**src/design/tcc_pkg.sv**
```systemverilog
// Package of constants and types for the timer capture and compare block.
// Function
// - Capture latches 16-bit count of selected time base.
// - Eight independent capture channels, own pin, buffer.
// - Falling mode captures every high-to-low edge.
// - Rising mode captures every low-to-high edge.
// - Both-edges mode captures every transition.
// - Prescaled modes capture every 4th/16th rising edge.
// - Each channel selects one of two timers.
// - Capture event wakes device in sleep or idle.
// - Four-entry first-in first-out capture buffer.
// - Interrupt once buffer holds one to four entries.
// - Only channels one and two request DMA.
// - Idle-stop bit 13 halts compare during idle.
// - Fault status bit 4 set by fault, hardware-cleared.
// - Timer select bit 3 picks second timer.
// - Modes 111/110 PWM; fault watched only in 111.
// - Mode 101 starts low, continuous pulses.
// - Mode 100 starts low, one pulse.
// - Mode 011 toggles pin each match.
// - Mode 010 starts high, match drives low.
// - Mode 001 starts low, match drives high.
// - Mode 000 disables the compare channel.
package tcc_pkg;
  localparam int          TCC_CHANNELS      = 8;
  localparam int          TCC_DEPTH         = 4;
  // Byte addresses on the register bus.
  localparam logic [7:0]  TCC_OFF_CMP_CTRL  = 8'h00;
  localparam logic [7:0]  TCC_OFF_CMP_PRI   = 8'h04;
  localparam logic [7:0]  TCC_OFF_CMP_SEC   = 8'h08;
  localparam logic [7:0]  TCC_OFF_CAP_CTRL  = 8'h20;
  localparam logic [7:0]  TCC_OFF_CAP_DATA  = 8'h40;
  // Compare control fields.
  localparam int          TCC_CC_IDLE_STOP  = 13;
  localparam int          TCC_CC_FAULT      = 4;
  localparam int          TCC_CC_TSEL       = 3;
  localparam int          TCC_CC_MODE_LSB   = 0;
  // Capture control fields.
  localparam int          TCC_CAP_MODE_LSB  = 0;
  localparam int          TCC_CAP_NEMPTY    = 3;
  localparam int          TCC_CAP_OVF       = 4;
  localparam int          TCC_CAP_FILL_LSB  = 5;
  localparam int          TCC_CAP_TSEL      = 7;
  // Reset values.
  localparam logic [15:0] TCC_RST_CMP_CTRL  = 16'h0000;
  localparam logic [15:0] TCC_RST_CMP_VAL   = 16'h0000;
  localparam logic [7:0]  TCC_RST_CAP_CTRL  = 8'h00;
  // Prescaler terminal counts.
  localparam logic [3:0]  TCC_PRE4_LAST     = 4'h3;
  localparam logic [3:0]  TCC_PRE16_LAST    = 4'hF;
  // Bus responses.
  localparam logic [1:0]  TCC_RESP_OKAY     = 2'b00;
  localparam logic [1:0]  TCC_RESP_SLVERR   = 2'b10;

  // Compare modes.
  typedef enum logic [2:0] {
    TCC_CMP_OFF    = 3'b000,
    TCC_CMP_SET    = 3'b001,
    TCC_CMP_CLR    = 3'b010,
    TCC_CMP_TOGGLE = 3'b011,
    TCC_CMP_SINGLE = 3'b100,
    TCC_CMP_CONT   = 3'b101,
    TCC_CMP_PWM    = 3'b110,
    TCC_CMP_PWMF   = 3'b111
  } tcc_cmp_mode_t;

  // Capture modes.
  typedef enum logic [2:0] {
    TCC_CAP_OFF   = 3'b000,
    TCC_CAP_BOTH  = 3'b001,
    TCC_CAP_FALL  = 3'b010,
    TCC_CAP_RISE  = 3'b011,
    TCC_CAP_PRE4  = 3'b100,
    TCC_CAP_PRE16 = 3'b101
  } tcc_cap_mode_t;

  // Pulse sequencer states, one-hot.
  typedef enum logic [2:0] {
    TCC_PS_WAIT = 3'b001,
    TCC_PS_HIGH = 3'b010,
    TCC_PS_DONE = 3'b100
  } tcc_pulse_t;
endpackage : tcc_pkg

```
**src/design/tcc_top.sv**
```systemverilog
// Timer capture channels and one compare channel behind an AXI4-Lite slave.
`timescale 1ns/100ps
`default_nettype none
module tcc_top
  import tcc_pkg::*;
(
  input  wire logic        aclk,
  input  wire logic        aresetn,
  input  wire logic [7:0]  s_axi_awaddr,
  input  wire logic        s_axi_awvalid,
  output var  logic        s_axi_awready,
  input  wire logic [31:0] s_axi_wdata,
  input  wire logic [3:0]  s_axi_wstrb,
  input  wire logic        s_axi_wvalid,
  output var  logic        s_axi_wready,
  output var  logic [1:0]  s_axi_bresp,
  output var  logic        s_axi_bvalid,
  input  wire logic        s_axi_bready,
  input  wire logic [7:0]  s_axi_araddr,
  input  wire logic        s_axi_arvalid,
  output var  logic        s_axi_arready,
  output var  logic [31:0] s_axi_rdata,
  output var  logic [1:0]  s_axi_rresp,
  output var  logic        s_axi_rvalid,
  input  wire logic        s_axi_rready,
  input  wire logic [15:0] time_base_first,
  input  wire logic [15:0] time_base_second,
  input  wire logic [7:0]  capture_input_pin,
  input  wire logic        cpu_sleep,
  input  wire logic        cpu_idle,
  input  wire logic        pwm_fault_in,
  output var  logic        compare_output_pin,
  output var  logic [7:0]  capture_irq,
  output var  logic [1:0]  capture_dma_req,
  output var  logic        wake_req
);

  // Picks one of the two time bases; shared by capture and compare.
  function automatic logic [15:0] pick_base(input logic sel, input logic [15:0] a,
                                            input logic [15:0] b);
    pick_base = sel ? b : a;
  endfunction : pick_base

  // Merges write data into a 16-bit register under the byte strobes.
  function automatic logic [15:0] merge16(input logic [15:0] old, input logic [31:0] d,
                                          input logic [3:0] strb);
    merge16 = {strb[1] ? d[15:8] : old[15:8], strb[0] ? d[7:0] : old[7:0]};
  endfunction : merge16

  // Write holding registers; address and data may come in either order.
  logic        aw_held;
  logic        w_held;
  logic [7:0]  aw_addr;
  logic [31:0] w_data;
  logic [3:0]  w_strb;
  logic        wr_go;
  logic        wr_hit;
  logic        rd_hit;
  logic [31:0] next_rdata;

  // Compare channel registers.
  logic [15:0] cmp_ctrl;     // Control word, fault bit is driven by hardware.
  logic [15:0] cmp_pri;      // Primary match value.
  logic [15:0] cmp_sec;      // Secondary match value, pulse end.
  logic        cmp_ctrl_wr;  // Control written this cycle.
  logic [7:0]  cap_ctrl [TCC_CHANNELS]; // Capture control per channel.

  // Capture state.
  logic [7:0]  sync1;
  logic [7:0]  sync2;
  logic [7:0]  pin_prev;
  logic [3:0]  pre_cnt [TCC_CHANNELS];
  logic [7:0]  cap_evt;
  logic [15:0] fifo [TCC_CHANNELS][TCC_DEPTH];
  logic [1:0]  rd_ptr [TCC_CHANNELS];
  logic [2:0]  fill [TCC_CHANNELS];
  logic [7:0]  ovf;
  logic [7:0]  pop;
  logic [7:0]  push;
  logic        next_fault;

  assign wr_go = aw_held && w_held && !s_axi_bvalid;

  // Write address and data capture; each ready drops once its item is held.
  always_ff @(posedge aclk)
  begin
    if (!aresetn)
    begin
      aw_held       <= 1'b0;
      w_held        <= 1'b0;
      aw_addr       <= 8'h00;
      w_data        <= 32'h0000_0000;
      w_strb        <= 4'h0;
      s_axi_awready <= 1'b0;
      s_axi_wready  <= 1'b0;
    end
    else
    begin
      // Ready is offered one cycle ahead so the handshake stays registered.
      s_axi_awready <= !aw_held && !(s_axi_awvalid && s_axi_awready);
      s_axi_wready  <= !w_held && !(s_axi_wvalid && s_axi_wready);
      if (s_axi_awvalid && s_axi_awready)
      begin
        aw_held <= 1'b1;
        aw_addr <= s_axi_awaddr;
      end
      else if (wr_go)
      begin
        aw_held <= 1'b0;
      end
      if (s_axi_wvalid && s_axi_wready)
      begin
        w_held <= 1'b1;
        w_data <= s_axi_wdata;
        w_strb <= s_axi_wstrb;
      end
      else if (wr_go)
      begin
        w_held <= 1'b0;
      end
    end
  end

  // Write decode: unmapped offsets answer with a slave error.
  always_comb
  begin
    wr_hit = (aw_addr == TCC_OFF_CMP_CTRL) || (aw_addr == TCC_OFF_CMP_PRI) ||
             (aw_addr == TCC_OFF_CMP_SEC) ||
             ((aw_addr[7:5] == TCC_OFF_CAP_CTRL[7:5]) && (aw_addr[1:0] == 2'b00));
  end

  // Write response follows both halves of the write.
  always_ff @(posedge aclk)
  begin
    if (!aresetn)
    begin
      s_axi_bvalid <= 1'b0;
      s_axi_bresp  <= TCC_RESP_OKAY;
    end
    else if (wr_go)
    begin
      s_axi_bvalid <= 1'b1;
      s_axi_bresp  <= wr_hit ? TCC_RESP_OKAY : TCC_RESP_SLVERR;
    end
    else if (s_axi_bready)
    begin
      s_axi_bvalid <= 1'b0;
    end
  end

  assign cmp_ctrl_wr = wr_go && (aw_addr == TCC_OFF_CMP_CTRL);

  // Compare registers; the fault status bit is not writable by software.
  always_ff @(posedge aclk)
  begin
    if (!aresetn)
    begin
      cmp_ctrl <= TCC_RST_CMP_CTRL;
      cmp_pri  <= TCC_RST_CMP_VAL;
      cmp_sec  <= TCC_RST_CMP_VAL;
    end
    else
    begin
      if (cmp_ctrl_wr)
      begin
        // Only idle-stop, timer select and mode are writable.
        cmp_ctrl[TCC_CC_IDLE_STOP]        <= w_strb[1] ? w_data[TCC_CC_IDLE_STOP]
                                                       : cmp_ctrl[TCC_CC_IDLE_STOP];
        cmp_ctrl[TCC_CC_TSEL]             <= w_strb[0] ? w_data[TCC_CC_TSEL]
                                                       : cmp_ctrl[TCC_CC_TSEL];
        cmp_ctrl[TCC_CC_MODE_LSB +: 3]    <= w_strb[0] ? w_data[TCC_CC_MODE_LSB +: 3]
                                                       : cmp_ctrl[TCC_CC_MODE_LSB +: 3];
      end
      if (wr_go && (aw_addr == TCC_OFF_CMP_PRI))
      begin
        cmp_pri <= merge16(cmp_pri, w_data, w_strb);
      end
      if (wr_go && (aw_addr == TCC_OFF_CMP_SEC))
      begin
        cmp_sec <= merge16(cmp_sec, w_data, w_strb);
      end
      cmp_ctrl[TCC_CC_FAULT] <= next_fault;
    end
  end

  // Capture control registers, one byte each.
  always_ff @(posedge aclk)
  begin
    if (!aresetn)
    begin
      for (int i = 0; i < TCC_CHANNELS; i++)
      begin
        cap_ctrl[i] <= TCC_RST_CAP_CTRL;
      end
    end
    else if (wr_go && (aw_addr[7:5] == TCC_OFF_CAP_CTRL[7:5]) && w_strb[0])
    begin
      cap_ctrl[aw_addr[4:2]] <= w_data[7:0];
    end
  end

  // Read decode; the status bits of capture control show the buffer state.
  always_comb
  begin
    next_rdata = 32'h0000_0000;
    rd_hit     = 1'b1;
    if (s_axi_araddr == TCC_OFF_CMP_CTRL)
    begin
      next_rdata[15:0] = cmp_ctrl;
    end
    else if (s_axi_araddr == TCC_OFF_CMP_PRI)
    begin
      next_rdata[15:0] = cmp_pri;
    end
    else if (s_axi_araddr == TCC_OFF_CMP_SEC)
    begin
      next_rdata[15:0] = cmp_sec;
    end
    else if ((s_axi_araddr[7:5] == TCC_OFF_CAP_CTRL[7:5]) && (s_axi_araddr[1:0] == 2'b00))
    begin
      next_rdata[7:0]                = cap_ctrl[s_axi_araddr[4:2]];
      next_rdata[TCC_CAP_NEMPTY]     = (fill[s_axi_araddr[4:2]] != 3'd0);
      next_rdata[TCC_CAP_OVF]        = ovf[s_axi_araddr[4:2]];
    end
    else if ((s_axi_araddr[7:5] == TCC_OFF_CAP_DATA[7:5]) && (s_axi_araddr[1:0] == 2'b00))
    begin
      // Reading the data word pops the oldest entry; an empty buffer reads zero.
      if (fill[s_axi_araddr[4:2]] != 3'd0)
      begin
        next_rdata[15:0] = fifo[s_axi_araddr[4:2]][rd_ptr[s_axi_araddr[4:2]]];
      end
    end
    else
    begin
      rd_hit = 1'b0;
    end
  end

  // Pop strobes: one read of a data word removes one entry.
  always_comb
  begin
    pop = 8'h00;
    if (s_axi_arvalid && s_axi_arready &&
        (s_axi_araddr[7:5] == TCC_OFF_CAP_DATA[7:5]) && (s_axi_araddr[1:0] == 2'b00))
    begin
      pop[s_axi_araddr[4:2]] = (fill[s_axi_araddr[4:2]] != 3'd0);
    end
  end

  // A full buffer takes a sample only while one leaves.
  always_comb
  begin
    for (int i = 0; i < TCC_CHANNELS; i++)
    begin
      push[i] = cap_evt[i] && ((fill[i] != 3'd4) || pop[i]);
    end
  end

  // Read channel: one read at a time, answered the next cycle.
  always_ff @(posedge aclk)
  begin
    if (!aresetn)
    begin
      s_axi_arready <= 1'b0;
      s_axi_rvalid  <= 1'b0;
      s_axi_rdata   <= 32'h0000_0000;
      s_axi_rresp   <= TCC_RESP_OKAY;
    end
    else
    begin
      s_axi_arready <= !s_axi_rvalid && !(s_axi_arvalid && s_axi_arready);
      if (s_axi_arvalid && s_axi_arready)
      begin
        s_axi_rvalid <= 1'b1;
        s_axi_rdata  <= next_rdata;
        s_axi_rresp  <= rd_hit ? TCC_RESP_OKAY : TCC_RESP_SLVERR;
      end
      else if (s_axi_rready)
      begin
        s_axi_rvalid <= 1'b0;
      end
    end
  end

  // Two-stage synchroniser and edge memory for the capture pins.
  always_ff @(posedge aclk)
  begin
    if (!aresetn)
    begin
      sync1    <= 8'h00;
      sync2    <= 8'h00;
      pin_prev <= 8'h00;
    end
    else
    begin
      sync1    <= capture_input_pin;
      sync2    <= sync1;
      pin_prev <= sync2;
    end
  end

  // Edge qualification per channel; prescaler counts rising edges only.
  always_comb
  begin
    for (int i = 0; i < TCC_CHANNELS; i++)
    begin
      unique case (tcc_cap_mode_t'(cap_ctrl[i][TCC_CAP_MODE_LSB +: 3]))
        TCC_CAP_BOTH:  cap_evt[i] = sync2[i] ^ pin_prev[i];
        TCC_CAP_FALL:  cap_evt[i] = !sync2[i] && pin_prev[i];
        TCC_CAP_RISE:  cap_evt[i] = sync2[i] && !pin_prev[i];
        TCC_CAP_PRE4:  cap_evt[i] = sync2[i] && !pin_prev[i] &&
                                    (pre_cnt[i] == TCC_PRE4_LAST);
        TCC_CAP_PRE16: cap_evt[i] = sync2[i] && !pin_prev[i] &&
                                    (pre_cnt[i] == TCC_PRE16_LAST);
        default:       cap_evt[i] = 1'b0;
      endcase
    end
  end

  // Prescaler counters restart whenever bit 2 of the capture mode is clear.
  always_ff @(posedge aclk)
  begin
    if (!aresetn)
    begin
      for (int i = 0; i < TCC_CHANNELS; i++)
      begin
        pre_cnt[i] <= 4'h0;
      end
    end
    else
    begin
      for (int i = 0; i < TCC_CHANNELS; i++)
      begin
        if (cap_ctrl[i][2] == 1'b0)
        begin
          pre_cnt[i] <= 4'h0;
        end
        else if (sync2[i] && !pin_prev[i])
        begin
          pre_cnt[i] <= cap_evt[i] ? 4'h0 : pre_cnt[i] + 4'h1;
        end
      end
    end
  end

  // Per-channel four-entry buffers. A full buffer with no read in the same cycle drops the new value and
  // flags overflow, keeping the oldest samples intact for software.
  always_ff @(posedge aclk)
  begin
    if (!aresetn)
    begin
      for (int i = 0; i < TCC_CHANNELS; i++)
      begin
        rd_ptr[i] <= 2'd0;
        fill[i]   <= 3'd0;
        for (int j = 0; j < TCC_DEPTH; j++)
        begin
          fifo[i][j] <= 16'h0000;
        end
      end
      ovf <= 8'h00;
    end
    else
    begin
      for (int i = 0; i < TCC_CHANNELS; i++)
      begin
        if (push[i])
        begin
          fifo[i][2'(rd_ptr[i] + fill[i][1:0])] <= pick_base(cap_ctrl[i][TCC_CAP_TSEL],
              time_base_first, time_base_second);
        end
        if (pop[i])
        begin
          rd_ptr[i] <= rd_ptr[i] + 2'd1;
        end
        fill[i] <= fill[i] + {2'b00, push[i]} - {2'b00, pop[i]};
        // Overflow is sticky until the buffer is emptied; a new drop wins.
        if (cap_evt[i] && !push[i])
        begin
          ovf[i] <= 1'b1;
        end
        else if (fill[i] == 3'd0)
        begin
          ovf[i] <= 1'b0;
        end
      end
    end
  end

  // Interrupt, DMA request and wake-up outputs, all registered.
  always_ff @(posedge aclk)
  begin
    if (!aresetn)
    begin
      capture_irq     <= 8'h00;
      capture_dma_req <= 2'b00;
      wake_req        <= 1'b0;
    end
    else
    begin
      for (int i = 0; i < TCC_CHANNELS; i++)
      begin
        // Fill level code n raises the line at n+1 entries.
        capture_irq[i] <= (fill[i] > {1'b0, cap_ctrl[i][TCC_CAP_FILL_LSB +: 2]});
      end
      // Only the first two channels have DMA; software keeps their fill code 0.
      capture_dma_req[0] <= (fill[0] > {1'b0, cap_ctrl[0][TCC_CAP_FILL_LSB +: 2]});
      capture_dma_req[1] <= (fill[1] > {1'b0, cap_ctrl[1][TCC_CAP_FILL_LSB +: 2]});
      wake_req <= (|cap_evt) && (cpu_sleep || cpu_idle);
    end
  end

  // Compare channel working signals.
  tcc_cmp_mode_t cmp_mode;
  tcc_pulse_t    pulse_st;
  tcc_pulse_t    next_pulse_st;
  logic [15:0]   cmp_base;
  logic          cmp_run;
  logic          hit_pri;
  logic          hit_sec;

  assign cmp_mode = tcc_cmp_mode_t'(cmp_ctrl[TCC_CC_MODE_LSB +: 3]);
  assign cmp_base = pick_base(cmp_ctrl[TCC_CC_TSEL], time_base_first,
                              time_base_second);
  // Idle stop freezes the matches; the pin holds its level unless a mode 111 fault forces it low.
  assign cmp_run  = !(cpu_idle && cmp_ctrl[TCC_CC_IDLE_STOP]);
  assign hit_pri  = cmp_run && (cmp_base == cmp_pri);
  assign hit_sec  = cmp_run && (cmp_base == cmp_sec);

  // Fault sets while watched; hardware clears it at a period start once the input is gone.
  always_comb
  begin
    next_fault = cmp_ctrl[TCC_CC_FAULT];
    if (cmp_mode != TCC_CMP_PWMF)
    begin
      next_fault = 1'b0;
    end
    else if (pwm_fault_in)
    begin
      next_fault = 1'b1;
    end
    else if (cmp_run && (cmp_base == 16'h0000))
    begin
      next_fault = 1'b0;
    end
  end

  // Pulse sequencer for modes 100 and 101.
  always_comb
  begin
    next_pulse_st = pulse_st;
    unique case (pulse_st)
      TCC_PS_WAIT: if (hit_pri) next_pulse_st = TCC_PS_HIGH;
      TCC_PS_HIGH: if (hit_sec)
                     next_pulse_st = (cmp_mode == TCC_CMP_SINGLE) ? TCC_PS_DONE
                                                                  : TCC_PS_WAIT;
      TCC_PS_DONE: next_pulse_st = TCC_PS_DONE;
      default:     next_pulse_st = TCC_PS_WAIT;
    endcase
  end

  // Pulse state restarts on every write of the control word.
  always_ff @(posedge aclk)
  begin
    if (!aresetn || cmp_ctrl_wr)
    begin
      pulse_st <= TCC_PS_WAIT;
    end
    else
    begin
      pulse_st <= next_pulse_st;
    end
  end

  // Compare pin; a control write initialises it for the new mode.
  always_ff @(posedge aclk)
  begin
    if (!aresetn)
    begin
      compare_output_pin <= 1'b0;
    end
    else if (cmp_ctrl_wr)
    begin
      compare_output_pin <= w_strb[0] &&
                            (w_data[TCC_CC_MODE_LSB +: 3] == TCC_CMP_CLR);
    end
    else
    begin
      unique case (cmp_mode)
        TCC_CMP_OFF:    compare_output_pin <= 1'b0;
        TCC_CMP_SET:    if (hit_pri) compare_output_pin <= 1'b1;
        TCC_CMP_CLR:    if (hit_pri) compare_output_pin <= 1'b0;
        TCC_CMP_TOGGLE: if (hit_pri) compare_output_pin <= !compare_output_pin;
        TCC_CMP_SINGLE,
        TCC_CMP_CONT:   compare_output_pin <= (next_pulse_st == TCC_PS_HIGH);
        TCC_CMP_PWM,
        TCC_CMP_PWMF:
        begin
          // Period starts at base zero, duty ends at the primary match.
          if (next_fault)
          begin
            compare_output_pin <= 1'b0;
          end
          else if (hit_pri)
          begin
            compare_output_pin <= 1'b0;
          end
          else if (cmp_run && (cmp_base == 16'h0000))
          begin
            compare_output_pin <= 1'b1;
          end
        end
      endcase
    end
  end

endmodule : tcc_top
`default_nettype wire

```
**config.mk**
```make
export PLATFORM = sky130hd
export DESIGN_NAME = tcc_top
export DESIGN_NICKNAME = d
export VERILOG_FILES = /design/src/design/tcc_pkg.sv /design/src/design/tcc_top.sv
export SDC_FILE = /design/constraint.sdc
export NUM_CORES = 2
export LEC_CHECK = 0
export CAP_MARGIN = 5
export CORE_MARGIN = 5
export CORE_UTILIZATION = 55
export CTS_CLUSTER_DIAMETER = 60
export DETAILED_ROUTE_END_ITERATION = 10
export DONT_BUFFER_PORTS = 1
export PLACE_DENSITY = 0.73
export SYNTH_ARGS = -nofsm -noshare
export SYNTH_HDL_FRONTEND = slang
export SYNTH_SLANG_ARGS = --single-unit
```
**constraint.sdc**
```tcl
create_clock -name aclk -period 4.7 [get_ports aclk]
set_input_delay 0.705 -clock aclk [delete_from_list [all_inputs] [get_ports aclk]]
set_output_delay 0.705 -clock aclk [all_outputs]
set_load 0.1 [all_outputs]
```
Word level (Yosys, flattened, before mapping) --
Memory sizes are Yosys's and may differ from the RTL's. Index checks and enable logic that the tools add are counted.
Storage, ports and cells: bits of input ports 102, output and inout bits 53, bits in read-only memories 0, logic and storage cells 1683, bits in registers 138, bits in writable memories 648, memories kept 5, latch bits 0
Memories:
- fifo | depth 8, width 64, rd ports 1, clocked after Yosys merged registers in 0, write ports 8, RTL line tcc_top.sv:74 | logic [15:0] fifo [TCC_CHANNELS][TCC_DEPTH];
- cap_ctrl | depth 8, width 8, rd ports 9, clocked after Yosys merged registers in 0, write ports 8, RTL line tcc_top.sv:66 | logic [7:0] cap_ctrl [TCC_CHANNELS];
- pre_cnt | depth 8, width 4, rd ports 8, clocked after Yosys merged registers in 0, write ports 8, RTL line tcc_top.sv:72 | logic [3:0] pre_cnt [TCC_CHANNELS];
- fill | depth 8, width 3, rd ports 9, clocked after Yosys merged registers in 0, write ports 8, RTL line tcc_top.sv:76 | logic [2:0] fill [TCC_CHANNELS];
- rd_ptr | depth 8, width 2, rd ports 9, clocked after Yosys merged registers in 0, write ports 8, RTL line tcc_top.sv:75 | logic [1:0] rd_ptr [TCC_CHANNELS];
Cells by class: bitwise gates (word level) 562, muxes and demuxes 757, equal/unequal tests 90, add/subtract/negate cells 40, shifts and indexed selects 0, multipliers 0, divide/modulo/power cells 0, order comparisons 27, reduce and logical (&&, ||, !) cells 166
Operators with widths (count):
- two-way mux 1 bit | 654
- bitwise OR 1 bit | 544
- two-way mux 64 bit | 8
- two-way mux 16 bit | 24
- demux 16 bit (select 2 bit) | 8
- two-way mux 4 bit | 24
- logical AND 1 bit | 81
- equality test 3 x 2 -> 1 bit (second input constant) | 22
- equality test 3 bit (second input constant) | 21
- case mux 1 bit (5 select lines) | 8
- equality test 3 x 1 -> 1 bit (second input constant) | 12
- two-way mux 3 bit | 12
- != test 3 bit (second input constant) | 12
- logical NOT 1 bit | 34
- adder 4 x 1 -> 4 bit (second input constant) | 8
- binary-select mux 16 bit (select 2 bit) | 1
- equality test 16 bit | 2
- equality test 4 x 2 -> 1 bit (second input constant) | 8
- equality test 4 bit (second input constant) | 8
- two-way mux 8 bit | 4
- greater-or-equal comparator 3 bit (second input constant) | 9
- logical NOT 3 bit | 9
- inverter 2 -> 3 bit | 9
- adder 3 x 1 -> 3 bit | 8
- 27 further kinds | 112

Logic depth before layout (Yosys ltp) --
depth in word-level cells 12, depth in mapped cells 14

Worst setup path after synthesis --
OpenSTA, ideal clock, no wires.
path kind reg-to-reg, from reg s_axi_arready, to mem fifo[1][16] (netlist name), enable pin, path buffers 0, setup time 411 ps, stages on the path, launching flop included 8, arrival time 3864 ps, required time 4289 ps, setup slack 425 ps, period minus slack after synthesis 4275 ps, path through dfxtp_1 -> nand2_1 -> or4_4 -> or3_1 -> nand3_1 -> and2_0 -> nand2b_1 -> o21ai_0
RTL lines:
- from (decl) | RTL line tcc_top.sv:21 | output var logic s_axi_arready,
- from (signal assigned) | RTL line tcc_top.sv:271 | s_axi_arready <= !s_axi_rvalid && !(s_axi_arvalid && s_axi_arready);
- to (decl) | RTL line tcc_top.sv:74

Final worst setup path --
from reg cmp_ctrl[3], to reg compare_output_pin
Between the ends: cells in the longest elaborated chain, start to end 9, elaborated cells between the ends (all ways) 23
Ends and longest elaborated chain:
- from (decl) | RTL line tcc_top.sv:62 | logic [15:0] cmp_ctrl;
- from (signal, indexed assignment) | RTL line tcc_top.sv:167 | cmp_ctrl[TCC_CC_IDLE_STOP] <= w_strb[1] ? w_data[TCC_CC_IDLE_STOP]
- from (signal, indexed assignment) | RTL line tcc_top.sv:169 | cmp_ctrl[TCC_CC_TSEL] <= w_strb[0] ? w_data[TCC_CC_TSEL]
- from (signal, indexed assignment) | RTL line tcc_top.sv:171 | cmp_ctrl[TCC_CC_MODE_LSB +: 3] <= w_strb[0] ? w_data[TCC_CC_MODE_LSB +: 3]
- two-way mux 16 bit (*) | RTL line tcc_top.sv:41 | pick_base = sel ? b : a;
- branches (longest 8 deep; another with equality test 16 bit)
- to (signal assigned) | RTL line tcc_top.sv:484 | compare_output_pin <= w_strb[0] &&
- to (signal assigned) | RTL line tcc_top.sv:493 | TCC_CMP_TOGGLE: if (hit_pri) compare_output_pin <= !compare_output_pin;
- to (signal assigned) | RTL line tcc_top.sv:495 | TCC_CMP_CONT: compare_output_pin <= (next_pulse_st == TCC_PS_HIGH);
- to (decl) | RTL line tcc_top.sv:32 | output var logic compare_output_pin,
Mark *: on every way between the ends. A chain may end at the register's enable or synchronous reset.

==> results.cfg <==
[outcome]
status = finished, final reports clean

[setup_path]
r2r_slack_ns = 0.97
path_buf_inv = 0
cp.arrival_ns = 4.28
crit_type = reg2reg
cpMaxStageDelayCell = a2111oi_0
startpoint_type = flop
crit_required_ns = 5.25
crit_chain = mux2i_1, nand2_1, a2111oi_0, a21boi_0, o311a_1, or3_1, a31oi_1
crit_start = cmp_ctrl[3]$_SDFFE_PN0P_
end_kind = flop
crit_family = compound AO/OA/AOI/OAI gates
critPathMaxFanout = 11
cpPeakStageDelay_ns = 0.87
timing.rr.start = cmp_ctrl[3]$_SDFFE_PN0P_

[synthesis]
yosysTopAreaCell = edfxtp_1
yosysSeqAreaShare_pct = 53.3
synth-main-ff-cell = dfxtp_1
synth_area_um2 = 35700
synth-seq-cells = 766
yosysTopAreaCellShare_pct = 31.0
syn_area_per_cell_um2 = 11.5
netlist_top_cells_count = 429 x nor2_1, 398 x dfxtp_1, 368 x edfxtp_1
synth_edf_count = 368
async_flop_share_pct = 0
synth.area.top_cells = edfxtp_1 31%, dfxtp_1 22%, mux4_2 10%, mux2i_1 5.6%, nor2_1 4.5%
synth_cell_types = 76
synth.most_common_cell = nor2_1
synth_warnings = 0
synthCells = 3098

[floorplan]
start_util_pct = 55.4
die_h_um = 265
die-width_um = 265
io_pins = 155
coreArea_um2 = 64300
dieArea_um2 = 70100
rows = 93

[grt]
grt_usage_pct = 29.7
grt_max_degree = 204
grt-ovfl-total = 0
grt_antenna_before_repair = 3
grt_pass1_wl_um = 158000
grt_pass1_vias = 25700

[power]
power.density_nw_per_um2 = 382
p_leak_nw = 13.8
irDropWorstVdd_mv = 0.338

[sta]
finalMaxSlewViolations = 0
tightest_slew_ns = 1.12
tns_ns = 0
period_needed_ns = 3.73
period_share_pct = 79.3
skew_ns = 0.0271
rsz0062_at_grt = false
clock.fmax_mhz = 268
max_slew_margin_pct = 24.7
hold_viol = 0
finalSetupViolations = 0

[clock_network]
hold_buffers = 0
htree_levels = 3
cts_setup_buffers = 0
clk_pin_slew_ns = 0.06
insertion_delay_ns = 0.64
cts_tree = built
root_buffer = clkbuf_16
cts.sinks = 766
cts_resized = 0
clock_path_buffers = 3
cts_buffers = 79

[layout]
regArea_um2 = 19000
fillers = 4894
multiInputGateArea_um2 = 15300
final_nets = 3176
drive_gt1_share_pct = 13.1
fin_cells = 3924
area_growth_syn_to_layout_pct = 9.03

[place]
dpl.hpwl_um = 67900
dp.cells = 3776
finalWeightedCongestion = 0.906
numPortBuffers = 0

[routing]
antenna_left = 0
avgRoutedWirePerCell_um = 27.1
drtIter0Drc = 2906
vias = 25500
wirelength_um = 107000
first_pass_iters = 6
drcViolationCount = 0
detail_route.vias_per_cell = 6.50

[run]
cap_violations = 0

[min_path]
hp-class = in2reg
min_from = s_axi_wdata[11]
[metal layers]
layer  wire length, um  global-route usage, %  part of all wire, %  vias up
met2             49600                   47.8                   47     1523
met1             38500                   37.4                   36    12600
li1                  -                      -                    -    11100
met4              5460                   14.1                  5.1        2
met5                 8                      0               0.0075        -
met3             13000                   8.35                   12      323
[registers in the layout, summed over array words and instances (netlist names), 3 cells and up]
register and count:
ovf 8, cmp_sec 16, s_axi_rdata 16, pre_cnt 32, capture_irq 8, sync1 8, aw_addr 8, w_data 16
fifo 512, cmp_pri 16, cmp_ctrl 6, pulse_st 3, pin_prev 8, sync2 8, fill 24, cap_ctrl 48
rd_ptr 16
[worst register-to-register path: cells and delay by family, from the launching register on]
kind / cells / cell delay, ns
and+or+nand+nor: 2 / 0.50
DFF: 1 / 0.79
muxes: 1 / 0.74
AOI/OAI and AO/OA: 4 / 1.63
[worst paths after layout]
kind	end	cells after the start
max reg2reg	compare_output_pin$_SDFFE_PN0P_	7
min reg2reg	s_axi_wready$_SDFF_PN0_	1
min	w_data[11]$_SDFFE_PN0P_	2
max	compare_output_pin$_SDFFE_PN0P_	7
[cell type report]
type	count	area share (%)
Tap cell	855	2.75
Inverter	105	1.03
Clock buffer	116	5.96
Antenna cell	1	0.00643
Multi-Input combinational cell	1989	39.4
Timing Repair Buffer	61	1.24
Clock inverter	31	0.691
Sequential cell	766	48.9
[logic make-up (layout without fill, tap and decap cells)]
kind of cell | Yosys count | after routing | synth area share [%]
and+or+nand+nor | 964 | 964 | 12.8
DFF | 766 | 766 | 53.3
AOI/OAI and AO/OA | 474 | 474 | 8.58
muxes | 366 | 366 | 16.1
buffers and inverters | 360 | 313 | 4.26
xor gates and xnor gates | 95 | 95 | 2.33
adders and majority gates | 72 | 72 | 2.69
other | 1 | 19 | 0.0105
[where the power goes]
part	internal, mW	leakage (nW)	switching [mW]
Clock	3.65	1.27	2.63
Sequential	7.26	7.05	0.209
Combinational	0.414	5.52	0.696
[placed cells by master, fill, tap and decap left out, types with 8 or more instances in the layout]
master and count:
nand2_1 139, a21oi_1 74, a31oi_1 13, o21ai_1 41, and2_1 88, inv_1 101, mux4_2 165, nand4_1 14
nor4_1 17, ha_1 64, fa_1 8, o21ai_2 8, nor2b_1 10, conb_1 18, o21ai_0 93, clkinv_1 8
edfxtp_1 368, buf_4 59, xnor2_1 62, a22oi_1 17, nand2b_1 15, a2111oi_0 10, clkbuf_1 23, a211oi_1 151
or3_1 18, clkbuf_16 85, and3_1 8, nor2_2 12, xor2_1 33, mux2i_1 198, o211ai_1 19, dfxtp_1 396
nor2_1 425, clkinv_2 15, nand3_1 128, o22ai_1 9, nor2_4 10, nor3_1 38
[metrics by stage]
stage                     setup slack (ns)  util [%]  total power [mW]  cell area [um^2]  hold WS, ns
after floorplan                      0.425         -              8.45             35700        0.401
after global placement               0.888      56.4              8.64             36300        0.409
after detailed placement             0.861      56.4              8.69             36300        0.419
after CTS                             1.02      60.5              14.9             38900        0.183
after global routing                 0.841      60.5              15.3             38900        0.203
final                                0.972      60.5              14.9             38900        0.212
(Power assumes the default switching activity.)
